## src/hdl/atpmt_pkg.sv

```systemverilog
// shared constants and carrier types for the avalon to pci master translator
package atpmt_pkg;
  // register map, byte addresses
  localparam logic [7:0] REG_CTRL  = 8'h00; // cache line size in dwords
  localparam logic [7:0] REG_STAT  = 8'h04; // progress and error flags
  localparam logic [7:0] REG_XLAT0 = 8'h10; // first translation entry
  localparam logic [7:0] REG_LAST  = 8'h1C; // last translation entry
  // status bit positions
  localparam int STAT_WPEND = 0; // outbound write still pending
  localparam int STAT_RBUSY = 1; // a delayed read is outstanding
  localparam int STAT_ABORT = 2; // sticky abort, write one to clear
  // reset values
  localparam logic [7:0] CLS_RST = 8'h08;
  // pci command codes
  localparam logic [3:0] CMD_IORD  = 4'h2;
  localparam logic [3:0] CMD_IOWR  = 4'h3;
  localparam logic [3:0] CMD_MRD   = 4'h6;
  localparam logic [3:0] CMD_MWR   = 4'h7;
  localparam logic [3:0] CMD_CFGRD = 4'hA;
  localparam logic [3:0] CMD_CFGWR = 4'hB;
  localparam logic [3:0] CMD_MRM   = 4'hC;
  // address spaces held in a translation entry
  localparam logic [1:0] SP_MEM = 2'h0;
  localparam logic [1:0] SP_IO  = 2'h1;
  localparam logic [1:0] SP_CFG = 2'h2;
  // limits
  localparam logic [7:0] MAX_BURST = 8'h80; // largest burst count
  localparam logic [2:0] MULTI_LIM = 3'h4;  // delayed reads in multi mode
  localparam logic [2:0] SINGLE_LIM = 3'h1; // delayed reads in single mode
  // avalon request, held stable by the master while waitrequest is high
  typedef struct packed {
    logic        read;
    logic        write;
    logic [31:0] addr;
    logic [7:0]  burst;
    logic [7:0]  be;
    logic [63:0] wdata;
  } atpmt_avm_req_t;
  // request toward the pci bus engine
  typedef struct packed {
    logic        start;   // one cycle, opens a transaction
    logic [3:0]  cmd;
    logic [31:0] addr;
    logic        req64_n; // low asks for 64-bit phases
    logic        dval;    // a data phase is offered
    logic        last;    // offered phase is the final one
    logic [7:0]  be;      // active high byte enables
    logic [63:0] wdata;
  } atpmt_pci_req_t;
  // answer from the pci bus engine
  typedef struct packed {
    logic        phase;   // offered data phase completed
    logic        ack64_n; // low when the target took 64 bits
    logic        stop;    // transaction ended by the target
    logic        abort;   // master or target abort
    logic [63:0] rdata;
  } atpmt_pci_rsp_t;
endpackage : atpmt_pkg
```

## src/hdl/atpmt_core.sv

```systemverilog
// avalon burst slave that initiates pci master transactions
//
// Overview of operation
// - avalon reads and writes become pci master transactions
// - progress and errors readable in status registers
// - space from translation, only command differs
// - configuration bursts are attempted like others
// - translation fixed or loaded by software
// - memory burst read over cache line uses read multiple
// - status flag set while a write pends
// - single mode: one delayed read at once
// - multi mode: at most four delayed reads
// - pci burst length follows avalon burst for reads; a write opens one transaction per beat
// - burst counts up to 128 supported
// - any alignment; split at translation page boundary
// - 32-bit single beat: one phase, same enables
// - 32-bit burst read: all enables on
// - 32-bit burst write: enables copied per phase
// - 64-bit lower-half single: one 32-bit phase
// - 64-bit upper-half single: odd dword phase
// - 64-bit full single read: try 64, resume upper
// - 64-bit full single write: two 32-bit phases
// - 64-bit burst read: 64 wide, odd resume 32
// - 64-bit burst write: realign single then retry
`timescale 1ns/10ps
module atpmt_core
  import atpmt_pkg::*;
#(
  parameter bit DATA64      = 1'b1, // 64-bit pci data path
  parameter bit MULTI_READ  = 1'b0, // multiple pending reads option
  parameter bit FIXED_XLATE = 1'b0, // translation fixed at build time
  parameter int PAGE_BITS   = 12    // translation page size in address bits
) (
  input  wire logic           mclk_i,
  input  wire logic           rst_i,
  input  wire atpmt_avm_req_t avm_req_i,
  output logic                avm_waitrequest_o,
  output logic [63:0]         avm_readdata_o,
  output logic                avm_readdatavalid_o,
  output atpmt_pci_req_t      pci_req_o,
  input  wire atpmt_pci_rsp_t pci_rsp_i,
  input  wire logic [7:0]     reg_addr_i,
  input  wire logic [31:0]    reg_wdata_i,
  input  wire logic           reg_we_i,
  input  wire logic           reg_re_i,
  output logic [31:0]         reg_rdata_o
);
  localparam int NPAGE = 4; // translation entries
  localparam logic [31:0] BPB = DATA64 ? 32'h8 : 32'h4; // bytes per beat
  localparam logic [2:0] PLIM = MULTI_READ ? MULTI_LIM : SINGLE_LIM;

  typedef enum logic [3:0] {
    ST_IDLE  = 4'b0001, // waiting for a command
    ST_LOADW = 4'b0010, // taking one write beat
    ST_START = 4'b0100, // opening a pci transaction
    ST_DATA  = 4'b1000  // offering data phases
  } atpmt_state_t;

  typedef struct packed {
    logic [31:PAGE_BITS] base; // pci address bits above the page
    logic [1:0]          sp;   // address space
  } atpmt_xlat_t;

  // request state
  atpmt_state_t state_ff, nxt_state;
  logic [31:0]  addr_ff, nxt_addr;       // byte address of next phase
  logic [31:0]  end_ff, nxt_end;         // byte address after last phase
  logic         isw_ff, nxt_isw;         // request is a write
  logic         multi_ff, nxt_multi;     // burst count above one
  logic         span_ff, nxt_span;       // covers more than a cache line
  logic         both_ff, nxt_both;       // avalon enables cover both halves
  logic [7:0]   be_ff, nxt_be;           // avalon byte enables
  logic         f32_ff, nxt_f32;         // read burst fell back to 32 bits
  logic         realign_ff, nxt_realign; // next write is one realign phase
  logic [63:0]  wbeat_ff, nxt_wbeat;     // write beat in flight
  logic [63:0]  rbeat_ff, nxt_rbeat;     // read beat being assembled
  logic         rval_ff, nxt_rval;       // read beat complete
  logic         req64n_ff, nxt_req64n;   // width asked for this transaction
  // status and control
  logic [7:0]   cls_ff, nxt_cls;
  logic         wpend_ff, nxt_wpend;
  logic         abort_ff, nxt_abort;
  logic [2:0]   pend_ff, nxt_pend;
  logic [31:0]  rdata_ff, nxt_rdata;
  atpmt_xlat_t  tbl_ff [NPAGE];
  atpmt_xlat_t  nxt_tbl [NPAGE];

  // helpers
  atpmt_xlat_t  xl;     // translation of the current address
  logic         wide;   // completed phase moved 64 bits
  logic [31:0]  step;   // next phase address
  logic         bdone;  // phase closed an avalon beat
  logic         rdone;  // phase closed the request
  logic         pgend;  // next phase starts a new page
  logic [31:0]  span_b; // request length in bytes

  // page index of an address, used for the translation lookup
  function automatic logic [1:0] pidx(input logic [31:0] a);
    pidx = a[PAGE_BITS+1 -: 2];
  endfunction : pidx

  // fixed translation maps straight through to memory space
  always_comb begin
    if (FIXED_XLATE) begin
      xl = '{base: addr_ff[31:PAGE_BITS], sp: SP_MEM};
    end else begin
      xl = tbl_ff[pidx(addr_ff)];
    end
  end

  // phase bookkeeping, all on the dword grid
  always_comb begin
    wide   = DATA64 && !req64n_ff && !pci_rsp_i.ack64_n;
    step   = addr_ff + (wide ? 32'h8 : 32'h4);
    rdone  = (step >= end_ff);
    bdone  = !DATA64 || (step[2:0] == 3'h0) || rdone;
    pgend  = (step[PAGE_BITS-1:0] == '0);
    span_b = {16'h0, 8'h0, avm_req_i.burst} * BPB;
  end

  // pci request outputs; all but last are a decoded view of registered state, last also follows ack64_n through pgend
  always_comb begin
    pci_req_o.start   = (state_ff == ST_START);
    pci_req_o.addr    = {xl.base, addr_ff[PAGE_BITS-1:0]};
    pci_req_o.req64_n = req64n_ff;
    pci_req_o.dval    = (state_ff == ST_DATA);
    // a burst ends at its count, at a page edge, or after a realign phase
    pci_req_o.last    = (addr_ff + (req64n_ff ? 32'h4 : 32'h8) >= end_ff)
                        || pgend || realign_ff;
    // command from space, only the code differs between spaces
    case (xl.sp)
      SP_IO:   pci_req_o.cmd = isw_ff ? CMD_IOWR : CMD_IORD;
      SP_CFG:  pci_req_o.cmd = isw_ff ? CMD_CFGWR : CMD_CFGRD;
      default: begin
        if (isw_ff) begin
          pci_req_o.cmd = CMD_MWR;
        end else begin
          pci_req_o.cmd = (multi_ff && span_ff) ? CMD_MRM : CMD_MRD;
        end
      end
    endcase
    // byte enables: reads of bursts take whole words, else copy avalon
    if (!isw_ff && multi_ff) begin
      pci_req_o.be = 8'hFF;
    end else if (!req64n_ff) begin
      pci_req_o.be = be_ff;
    end else if (DATA64 && addr_ff[2]) begin
      pci_req_o.be = {4'h0, be_ff[7:4]};
    end else begin
      pci_req_o.be = {4'h0, be_ff[3:0]};
    end
    // a 32-bit phase carries its dword on the lower lanes
    if (!req64n_ff || !DATA64) begin
      pci_req_o.wdata = wbeat_ff;
    end else begin
      pci_req_o.wdata = {wbeat_ff[63:32],
                         addr_ff[2] ? wbeat_ff[63:32] : wbeat_ff[31:0]};
    end
  end

  // main sequencer, next values
  always_comb begin
    nxt_state = state_ff;
    nxt_addr = addr_ff;
    nxt_end = end_ff;
    nxt_isw = isw_ff;
    nxt_multi = multi_ff;
    nxt_span = span_ff;
    nxt_both = both_ff;
    nxt_be = be_ff;
    nxt_f32 = f32_ff;
    nxt_realign = realign_ff;
    nxt_wbeat = wbeat_ff;
    nxt_rbeat = rbeat_ff;
    nxt_rval = 1'b0;
    nxt_req64n = req64n_ff;
    nxt_wpend = wpend_ff;
    nxt_pend = pend_ff;
    avm_waitrequest_o = 1'b1;
    case (state_ff)
      ST_IDLE: begin
        // a read waits while the delayed read budget is spent
        if (avm_req_i.write || (avm_req_i.read && pend_ff < PLIM)) begin
          nxt_isw   = avm_req_i.write;
          nxt_multi = (avm_req_i.burst > 8'h1);
          nxt_span  = span_b > {22'h0, cls_ff, 2'h0};
          nxt_be    = DATA64 ? avm_req_i.be : {4'h0, avm_req_i.be[3:0]};
          nxt_both  = DATA64 && (avm_req_i.be[7:4] != 4'h0)
                      && (avm_req_i.be[3:0] != 4'h0);
          nxt_f32   = 1'b0;
          nxt_realign = 1'b0;
          // any start alignment; single-half beats shrink to one dword
          nxt_addr  = {avm_req_i.addr[31:3], 3'h0} & ~(DATA64 ? 32'h0 : 32'h4);
          if (!DATA64) begin
            nxt_addr = {avm_req_i.addr[31:2], 2'h0};
          end
          // counts above the supported maximum are clipped
          nxt_end = nxt_addr + ((avm_req_i.burst > MAX_BURST) ?
                    {24'h0, MAX_BURST} : {24'h0, avm_req_i.burst}) * BPB;
          if (DATA64 && avm_req_i.burst == 8'h1) begin
            if (avm_req_i.be[7:4] == 4'h0) begin
              nxt_end = nxt_addr + 32'h4;
            end else if (avm_req_i.be[3:0] == 4'h0) begin
              nxt_addr = nxt_addr + 32'h4;
            end
          end
          if (avm_req_i.write) begin
            nxt_wpend = 1'b1;
            nxt_state = ST_LOADW;
          end else begin
            nxt_pend  = pend_ff + 3'h1;
            avm_waitrequest_o = 1'b0; // read command is taken now
            nxt_state = ST_START;
          end
        end
      end
      ST_LOADW: begin
        // every write beat is taken just before its phases are offered
        avm_waitrequest_o = 1'b0;
        nxt_wbeat = avm_req_i.wdata;
        nxt_be    = DATA64 ? avm_req_i.be : {4'h0, avm_req_i.be[3:0]};
        nxt_state = ST_START;
      end
      ST_START: begin
        // 64-bit phases only from an even dword
        nxt_req64n = 1'b1;
        if (DATA64 && !addr_ff[2] && !f32_ff && !realign_ff) begin
          if (isw_ff) begin
            nxt_req64n = !multi_ff;
          end else begin
            nxt_req64n = !(multi_ff || both_ff);
          end
        end
        nxt_state = ST_DATA;
      end
      ST_DATA: begin
        if (pci_rsp_i.abort) begin
          // give a read one answer beat so a single read never hangs
          nxt_rval  = !isw_ff;
          nxt_wpend = 1'b0;
          nxt_pend  = isw_ff ? pend_ff : pend_ff - 3'h1;
          nxt_state = ST_IDLE;
        end else if (pci_rsp_i.phase) begin
          nxt_addr = step;
          nxt_realign = 1'b0;
          // place the read dword into its half of the beat
          if (wide || !DATA64) begin
            nxt_rbeat = pci_rsp_i.rdata;
          end else if (addr_ff[2]) begin
            nxt_rbeat = {pci_rsp_i.rdata[31:0], rbeat_ff[31:0]};
          end else begin
            nxt_rbeat = {rbeat_ff[63:32], pci_rsp_i.rdata[31:0]};
          end
          nxt_rval = !isw_ff && bdone;
          if (rdone) begin
            nxt_wpend = 1'b0;
            nxt_pend  = isw_ff ? pend_ff : pend_ff - 3'h1;
            nxt_state = ST_IDLE;
          end else if (pci_rsp_i.stop || pci_req_o.last) begin
            // disconnect on an odd dword by a 32-bit target
            if (step[2] && multi_ff && DATA64) begin
              nxt_f32     = !isw_ff;
              nxt_realign = isw_ff;
            end
            nxt_state = (isw_ff && bdone) ? ST_LOADW : ST_START;
          end else if (isw_ff && bdone) begin
            nxt_state = ST_LOADW;
          end
        end else if (pci_rsp_i.stop) begin
          nxt_state = ST_START; // retry resumes at the same address
        end
      end
      default: begin
        nxt_state = ST_IDLE;
      end
    endcase
  end

  // register port next values
  always_comb begin
    nxt_cls = cls_ff;
    nxt_abort = abort_ff;
    nxt_rdata = 32'h0;
    for (int i = 0; i < NPAGE; i++) begin
      nxt_tbl[i] = tbl_ff[i];
    end
    if (reg_we_i && reg_addr_i == REG_CTRL) begin
      nxt_cls = reg_wdata_i[7:0];
    end
    if (reg_we_i && reg_addr_i == REG_STAT && reg_wdata_i[STAT_ABORT]) begin
      nxt_abort = 1'b0;
    end
    if (reg_we_i && reg_addr_i >= REG_XLAT0 && reg_addr_i <= REG_LAST) begin
      nxt_tbl[reg_addr_i[3:2]] = '{base: reg_wdata_i[31:PAGE_BITS],
                                   sp: reg_wdata_i[1:0]};
    end
    // an abort in the same cycle as the clear keeps the flag
    if (state_ff == ST_DATA && pci_rsp_i.abort) begin
      nxt_abort = 1'b1;
    end
    if (reg_re_i) begin
      if (reg_addr_i == REG_CTRL) begin
        nxt_rdata = {24'h0, cls_ff};
      end else if (reg_addr_i == REG_STAT) begin
        nxt_rdata[STAT_WPEND] = wpend_ff;
        nxt_rdata[STAT_RBUSY] = (pend_ff != 3'h0);
        nxt_rdata[STAT_ABORT] = abort_ff;
      end else if (reg_addr_i >= REG_XLAT0 && reg_addr_i <= REG_LAST) begin
        nxt_rdata = {tbl_ff[reg_addr_i[3:2]].base, {(PAGE_BITS-2){1'b0}},
                     tbl_ff[reg_addr_i[3:2]].sp};
      end
    end
  end

  // state registers
  always_ff @(posedge mclk_i) begin
    if (rst_i) begin
      state_ff <= ST_IDLE;
      addr_ff <= 32'h0;
      end_ff <= 32'h0;
      isw_ff <= 1'b0;
      multi_ff <= 1'b0;
      span_ff <= 1'b0;
      both_ff <= 1'b0;
      be_ff <= 8'h0;
      f32_ff <= 1'b0;
      realign_ff <= 1'b0;
      wbeat_ff <= 64'h0;
      rbeat_ff <= 64'h0;
      rval_ff <= 1'b0;
      req64n_ff <= 1'b1;
      cls_ff <= CLS_RST;
      wpend_ff <= 1'b0;
      abort_ff <= 1'b0;
      pend_ff <= 3'h0;
      rdata_ff <= 32'h0;
      for (int i = 0; i < NPAGE; i++) begin
        tbl_ff[i] <= '0;
      end
    end else begin
      state_ff <= nxt_state;
      addr_ff <= nxt_addr;
      end_ff <= nxt_end;
      isw_ff <= nxt_isw;
      multi_ff <= nxt_multi;
      span_ff <= nxt_span;
      both_ff <= nxt_both;
      be_ff <= nxt_be;
      f32_ff <= nxt_f32;
      realign_ff <= nxt_realign;
      wbeat_ff <= nxt_wbeat;
      rbeat_ff <= nxt_rbeat;
      rval_ff <= nxt_rval;
      req64n_ff <= nxt_req64n;
      cls_ff <= nxt_cls;
      wpend_ff <= nxt_wpend;
      abort_ff <= nxt_abort;
      pend_ff <= nxt_pend;
      rdata_ff <= nxt_rdata;
      for (int i = 0; i < NPAGE; i++) begin
        tbl_ff[i] <= nxt_tbl[i];
      end
    end
  end

  assign avm_readdata_o      = rbeat_ff;
  assign avm_readdatavalid_o = rval_ff;
  assign reg_rdata_o         = rdata_ff;

  // write pending flag rises the cycle after idle sees a write request
  property p_wpend;
    @(posedge mclk_i) disable iff (rst_i)
      (state_ff == ST_IDLE && avm_req_i.write) |=> wpend_ff;
  endproperty
  a_wpend: assert property (p_wpend) else $error("write pending not set");
  // a full single write never asks for 64 bits; req64_n settles after start, so
  // the width is checked at the first offered phase
  property p_wr_both;
    @(posedge mclk_i) disable iff (rst_i)
      ($rose(pci_req_o.dval) && isw_ff && !multi_ff) |-> pci_req_o.req64_n;
  endproperty
  a_wr_both: assert property (p_wr_both) else $error("single write used req64");
  // burst reads enable every byte
  property p_rd_be;
    @(posedge mclk_i) disable iff (rst_i)
      (pci_req_o.dval && !isw_ff && multi_ff) |-> (pci_req_o.be == 8'hFF);
  endproperty
  a_rd_be: assert property (p_rd_be) else $error("burst read enables");
  // outstanding delayed reads stay within the option's budget
  property p_pend;
    @(posedge mclk_i) disable iff (rst_i) pend_ff <= PLIM;
  endproperty
  a_pend: assert property (p_pend) else $error("too many reads");
  // a phase ending a page is always the last of its transaction
  property p_page;
    @(posedge mclk_i) disable iff (rst_i)
      (pci_req_o.dval && pgend) |-> pci_req_o.last;
  endproperty
  a_page: assert property (p_page) else $error("burst crossed a page");
  // long memory burst reads use read multiple
  property p_mrm;
    @(posedge mclk_i) disable iff (rst_i)
      (pci_req_o.start && !isw_ff && multi_ff && span_ff && xl.sp == SP_MEM)
      |-> (pci_req_o.cmd == CMD_MRM);
  endproperty
  a_mrm: assert property (p_mrm) else $error("read multiple not used");
  // lower-only single beat gives one narrow phase on the lower lanes;
  // checked at the first phase, since the width register loads during start
  property p_lower;
    @(posedge mclk_i) disable iff (rst_i)
      ($rose(pci_req_o.dval) && DATA64 && !multi_ff && be_ff[7:4] == 4'h0)
      |-> (pci_req_o.req64_n && pci_req_o.last && pci_req_o.be[7:4] == 4'h0);
  endproperty
  a_lower: assert property (p_lower) else $error("lower single shape");
  // status read returns the pending flag one cycle later
  property p_stat;
    @(posedge mclk_i) disable iff (rst_i)
      (reg_re_i && reg_addr_i == REG_STAT)
      |=> (reg_rdata_o[STAT_WPEND] == $past(wpend_ff));
  endproperty
  a_stat: assert property (p_stat) else $error("status read mismatch");
endmodule : atpmt_core

```

## config.mk

```make
export PLATFORM = sky130hd
export DESIGN_NAME = atpmt_core
export DESIGN_NICKNAME = d
export VERILOG_FILES = /design/src/hdl/atpmt_pkg.sv /design/src/hdl/atpmt_core.sv
export SDC_FILE = /design/constraint.sdc
export NUM_CORES = 1
export LEC_CHECK = 0
export BUFFER_PORTS_ARGS = -buffer_cell sky130_fd_sc_hd__clkbuf_2
export CORE_MARGIN = 3
export CORE_UTILIZATION = 30
export CTS_CLUSTER_SIZE = 20
export DETAILED_ROUTE_END_ITERATION = 6
export GPL_ROUTABILITY_DRIVEN = 0
export PLACE_DENSITY = 0.5
export RECOVER_POWER = 25
export SLEW_MARGIN = 10
export SYNTH_ARGS = -nofsm -noshare
export SYNTH_HDL_FRONTEND = slang
export SYNTH_SLANG_ARGS = --single-unit
export TNS_END_PERCENT = 20
```

## constraint.sdc

```tcl
create_clock -name mclk_i -period 6.85 [get_ports mclk_i]
set_input_delay 0.685 -clock mclk_i [delete_from_list [all_inputs] [get_ports mclk_i]]
set_output_delay 0.685 -clock mclk_i [all_outputs]
set_load 0.05 [all_outputs]
```

**After elaboration in Yosys (flattened, before gate mapping)**

Memories as Yosys holds them, arrays and structs flattened. A register that Yosys moved wholly into a read port is not among the register bits.
Cells that the tools add are included.

- Bitwise logic cells: 9
- Equality and inequality tests: 21
- $mul: 0
- Mux-type cells: 88
- Add/sub/neg operators: 6
- Reduce and logical (&&, ||, !) cells: 57
- Shift-type cells: 0
- $lt $le $gt $ge: 10
- Divide/modulo/power cells: 0

Operator list:

| operator | count |
|---|---|
| 32-bit two-way mux | 10 |
| 64-bit two-way mux | 2 |
| 22-bit two-way mux | 5 |
| 88-bit bitwise mux | 1 |
| 88-bit two-way mux | 1 |
| 32-bit by 4-bit adder with 32-bit output | 2 |
| 32-bit greater-or-equal comparator | 2 |
| 32-bit case mux with 2 select lines | 1 |
| 4-bit two-way mux | 12 |
| 22-bit demux with 2-bit select | 1 |
| 8-bit two-way mux | 5 |
| 32-bit by 11-bit adder with 32-bit output | 1 |
| 32-bit by 3-bit adder with 32-bit output (second input constant) | 1 |
| 1-bit two-way mux | 29 |
| 3-bit two-way mux | 9 |
| 1-bit logical AND | 18 |
| 4-bit case mux with 4 select lines | 1 |
| 8-bit case mux with 2 select lines | 1 |
| 12-bit logical NOT | 1 |
| 4-bit AND reduction | 3 |
| 11-bit by 10-bit greater-than comparator with 1-bit output | 1 |
| 2-bit inequality test (second input constant) | 5 |
| 5-bit AND reduction | 2 |
| 8-bit by 1-bit equality test with 1-bit output (second input constant) | 1 |
| 41 further kinds | 76 |

- Bits in registers: 257
- Bits of input ports: 226
- Latch bits: 0
- ROM bits: 0
- Bits in writable memories: 88
- Word-level logic and storage cells: 214
- Memories kept: 1

Memories:

| name | words | width | rd ports | clocked after Yosys merged registers in | wr ports | RTL line | source |
|---|---|---|---|---|---|---|---|
| tbl_ff | 4 | 22 | 6 | 1 | 4 | atpmt_core.sv:85 | `atpmt_xlat_t tbl_ff [NPAGE];` |

**Longest topological paths before layout**

- Word-level depth: 13
- Mapped depth: 19
- Depth with buffers taken out: 17

**Least setup slack after synthesis**

No wires, ideal clock.

- Path type: input -> register
- Start point: in pci_rsp_i[66] in the netlist's numbering
- End point: reg pend_ff[0]
- Cell stages on the path: 18
- Setup time: 0.121 ns
- Path buffers: 2
- Path slack: 1.596 ns
- Data required time: 6.729 ns
- Arrival time: 5.134 ns
- Cells stage by stage: or2_2 clkbuf_1 inv_1 clkbuf_1 fa_1 and2_1 nand4_4 nor4_4 nand3_2 or3_4 xnor2_2 ha_1 and4_1 a221oi_1 o32ai_1 o31a_1 nor2_1 mux2_2

- Cells in the longest elaborated chain, start to end: 7

RTL lines:

| element | RTL line | source |
|---|---|---|
| from (decl) | atpmt_core.sv:41 | `input wire atpmt_pci_rsp_t pci_rsp_i,` |
| 1-bit logical NOT | atpmt_core.sv:113 | `wide = DATA64 && !req64n_ff && !pci_rsp_i.ack64_n;` |
| 1-bit logical AND | atpmt_core.sv:113 |  |
| 4-bit two-way mux | atpmt_core.sv:114 | `step = addr_ff + (wide ? 32'h8 : 32'h4);` |
| 32-bit by 4-bit adder with 32-bit output | atpmt_core.sv:114 |  |
| 32-bit greater-or-equal comparator | atpmt_core.sv:115 | `rdone = (step >= end_ff);` |
| 3-bit by 1-bit inequality test with 1-bit output (no line) | -- |  |
| 5-bit AND reduction (no line) | -- |  |
| to (signal assigned) | atpmt_core.sv:358 | `pend_ff <= nxt_pend;` |
| to (decl) | atpmt_core.sv:83 | `logic [2:0] pend_ff, nxt_pend;` |

Every way passes these cells.
A chain may end at the register's enable or synchronous reset.

==> flow_summary.yaml <==
critical_path:
  cp_max_fo: 11
  critPathLaunchType: "flop"
  cp_data_required_time_ns: 6.16
  endpoint_kind: "output pin"
  slowest_stage: "or4b_2"
  cp_top_family: "simple AND/OR/NAND/NOR gates"
  crit_buf_inv: 2
  path_class: "reg2out"
  arrival_ns: 5.45
  cpPeakStageDelay_ns: 0.74
  crit_chain: "ha_1, inv_1, fa_1, nand3b_1, or3_1, or3_1, or2_1, nor2_1, xor2_1, ha_1, nand2_1, nor2_1, a211oi_1, a21oi_1, or4b_2, clkbuf_2"
job:
  max-cap-violations: 2
global_route:
  grt_pass1_wl_um: 97800
  grt_pass1_vias: 16775
  antenna_found_initial: 14
  gr-usage-all-layers: 0.194
  grt_max_degree: 98
  globalRoute.totalOverflow: 0
logic_synthesis:
  async_flop_share: 0
  yosysSeqAreaShare: 0.368
  ys_types: 87
  synth_largest_area_cell: "dfxtp_1"
  synth_edf_count: 0
  syn_area_sq_um: 18400
  yosys_warnings: 0
  synth-seq-cells: 339
  synthTopCellsByCount: "475 x nand2_1, 339 x dfxtp_1, 261 x a21oi_1"
  syn_inst: 2263
  syn_area_per_cell_sq_um: 8.15
  synth_most_common_cell: "nand2_1"
  synth_ff_type: "dfxtp_1"
  ys_top_cells_by_area: "dfxtp_1 37%, nand2_1 9.7%, a21oi_1 7.1%"
  synth_top_area_frac: 0.368
cts:
  htree_levels: 2
  cts-resized-gates: 0
  cts-hold-fix-buffers: 0
  clkLatencyLatePin_ns: 0.58
  clk_path_buf_depth: 3
  cts_tree: "yes"
  cts.sinks: 339
  clk_pin_slew_ns: 0.06
  root_buffer: "clkbuf_16"
  cts_buffers: 42
  cts_setup_buffers: 0
layout:
  fin_util: 0.365
  final_nets: 2867
  n_fill_cell: 6369
  seqCellArea_sq_um: 6790
  syn_to_final_growth_pct: 19.7
  layout-drive-gt1-share: 0.202
  multiInputGateArea_sq_um: 10400
pwr:
  p_leak_nw: 8.47
  swShare: 0.402
  irDropWorstVdd_mv: 0.196
  power_density_nw_per_um2: 337
  internal_power_mw: 4.46
  p_switching_mw: 2.99
  seq_power_share: 0.330
  combPwrFrac: 0.362
  clkPwrFrac: 0.307
  p_total_mw: 7.45
routing:
  wire_per_inst_um: 19.5
  wirelength_um: 65900
  dr.pass1.iters: 5
  via_count: 17228
  viasPerCell: 5.11
  drt-initial-drc-count: 1166
  drc: 0
  detail-route-antenna-nets: 0
floorplanning:
  pin_count: 436
  die_h_um: 254
  initial_core_util: 0.304
  core_region_area_sq_um: 60600
  dieArea_sq_um: 64500
  die-width_um: 254
  num_rows: 90
timing:
  grt_setup_unrepaired: "no"
  fin_tns_setup_ns: 0
  period_share: 0.896
  relSlewSlack: -1.07
  fin_crit_ns: 6.14
  finClkSkew_ns: 0.0173
  holdWs_ns: 0.319
  finalSetupViolCount: 0
  fin_ws_ns: 0.714
  finalHoldViolCount: 0
  drv_slew: 101
  tightest_slew_ns: 3.10
  max_freq_mhz: 163
placement:
  numPortBuffers: 422
  dp_hpwl_um: 46700
  place_ws_ns: 1.24
outcome:
  status: "complete, but fails checks"
  violations: "max-capacitance violations, max-slew violations"
worst_hold_path:
  hold_class: "in2reg"
-- power groups by stage --
| stage | Sequential [mW] | Clock (mW) | Combinational [mW] |
|---|---|---|---|
| after floorplan | 2.33 | 0 | 2.13 |
| after global placement | 2.49 | 0 | 2.66 |
| after detailed placement | 2.50 | 0 | 2.71 |
| after CTS | 2.46 | 2.36 | 2.72 |
| after global routing | 2.50 | 2.42 | 2.98 |
| final | 2.46 | 2.29 | 2.70 |
-- worst paths after layout --
path                            slack [ns]            endpoint               start  depth (start not counted)
worst max-delay path                  0.71       pci_req_o[72]           req64n_ff                         16
worst min-delay path                  0.32        wbeat_ff[17]       avm_req_i[17]                          3
worst max register to register        1.26          pend_ff[0]           req64n_ff                         17
worst min register to register        0.45  avm_readdata_o[12]  avm_readdata_o[12]                          2
-- kinds of logic after synthesis --
| kind of cell | after synthesis | share of synthesized area |
|---|---|---|
| AOI/OAI and AO/OA | 462 | 0.152 |
| buffers and inverters | 291 | 0.0735 |
| muxes | 89 | 0.0806 |
| xor gates and xnor gates | 73 | 0.0351 |
| DFF | 339 | 0.368 |
| and+or+nand+nor | 920 | 0.230 |
| other | 1 | 0.000203 |
| adders and majority gates | 88 | 0.0609 |
-- final cells by class --
class / count / area share
inverters: 77 / 0.0131
well taps: 782 / 0.0443
clock buffers: 60 / 0.0547
clock inverters: 13 / 0.00872
flip-flops and latches: 339 / 0.307
diodes: 8 / 0.000906
multi-input cells: 1638 / 0.471
repair buffers: 455 / 0.100
-- tightest hold or removal path, stage by stage --
cell and delay (ns):
clkbuf_2 0.08, nand2_1 0.05, a21oi_1 0.05
-- layout by cell type, fill, tap and decap left out, drive strengths merged, types with 6 or more instances in the layout --
cell | Yosys | final
clkbuf | 127 | 483
nand2 | 475 | 475
dfxtp | 339 | 339
a21oi | 262 | 262
nor2 | 141 | 141
nand3 | 98 | 98
ha | 85 | 85
inv | 77 | 77
o21ai | 49 | 49
xnor2 | 45 | 45
mux4 | 44 | 44
a311oi | 40 | 40
mux2 | 36 | 36
nor2b | 32 | 32
buf | 87 | 32
nor3 | 29 | 29
xor2 | 28 | 28
nand4 | 26 | 26
a211oi | 22 | 22
nor4 | 20 | 20
or3 | 19 | 19
o211ai | 13 | 13
and3 | 12 | 12
o31ai | 12 | 12
and2 | 12 | 12
nand2b | 11 | 11
or4 | 10 | 10
a22oi | 10 | 10
a21o | 9 | 9
mux2i | 9 | 9
diode | 0 | 8
clkinv | 0 | 8
a31oi | 7 | 7
o21a | 6 | 6
conb | 1 | 6
and4 | 6 | 6
nor3b | 6 | 6
-- state kept, by name, indices dropped and copies added (netlist names), 3 cells and up, named ones only --
signal	cells
addr_ff	30
avm_readdata_o	64
be_ff	8
cls_ff	8
end_ff	30
pend_ff	3
reg_rdata_o	28
state_ff	4
tbl_ff	88
wbeat_ff	64
-- metrics by stage --
stage | cells | cell area, sq um
floorplan | 2268 | 18500
global placement | 3291 | 20800
detailed placement | 3291 | 20800
CTS | 3364 | 22200
global route | 3366 | 22100
finish | 3372 | 22100
-- layer usage --
layer | part of all wire | GRT usage
met1 | 0.42 | 0.240
met5 | 0.0014 | 0
met2 | 0.48 | 0.327
met3 | 0.070 | 0.0505
met4 | 0.029 | 0.0642
Power figures use the tool's default switching activity.
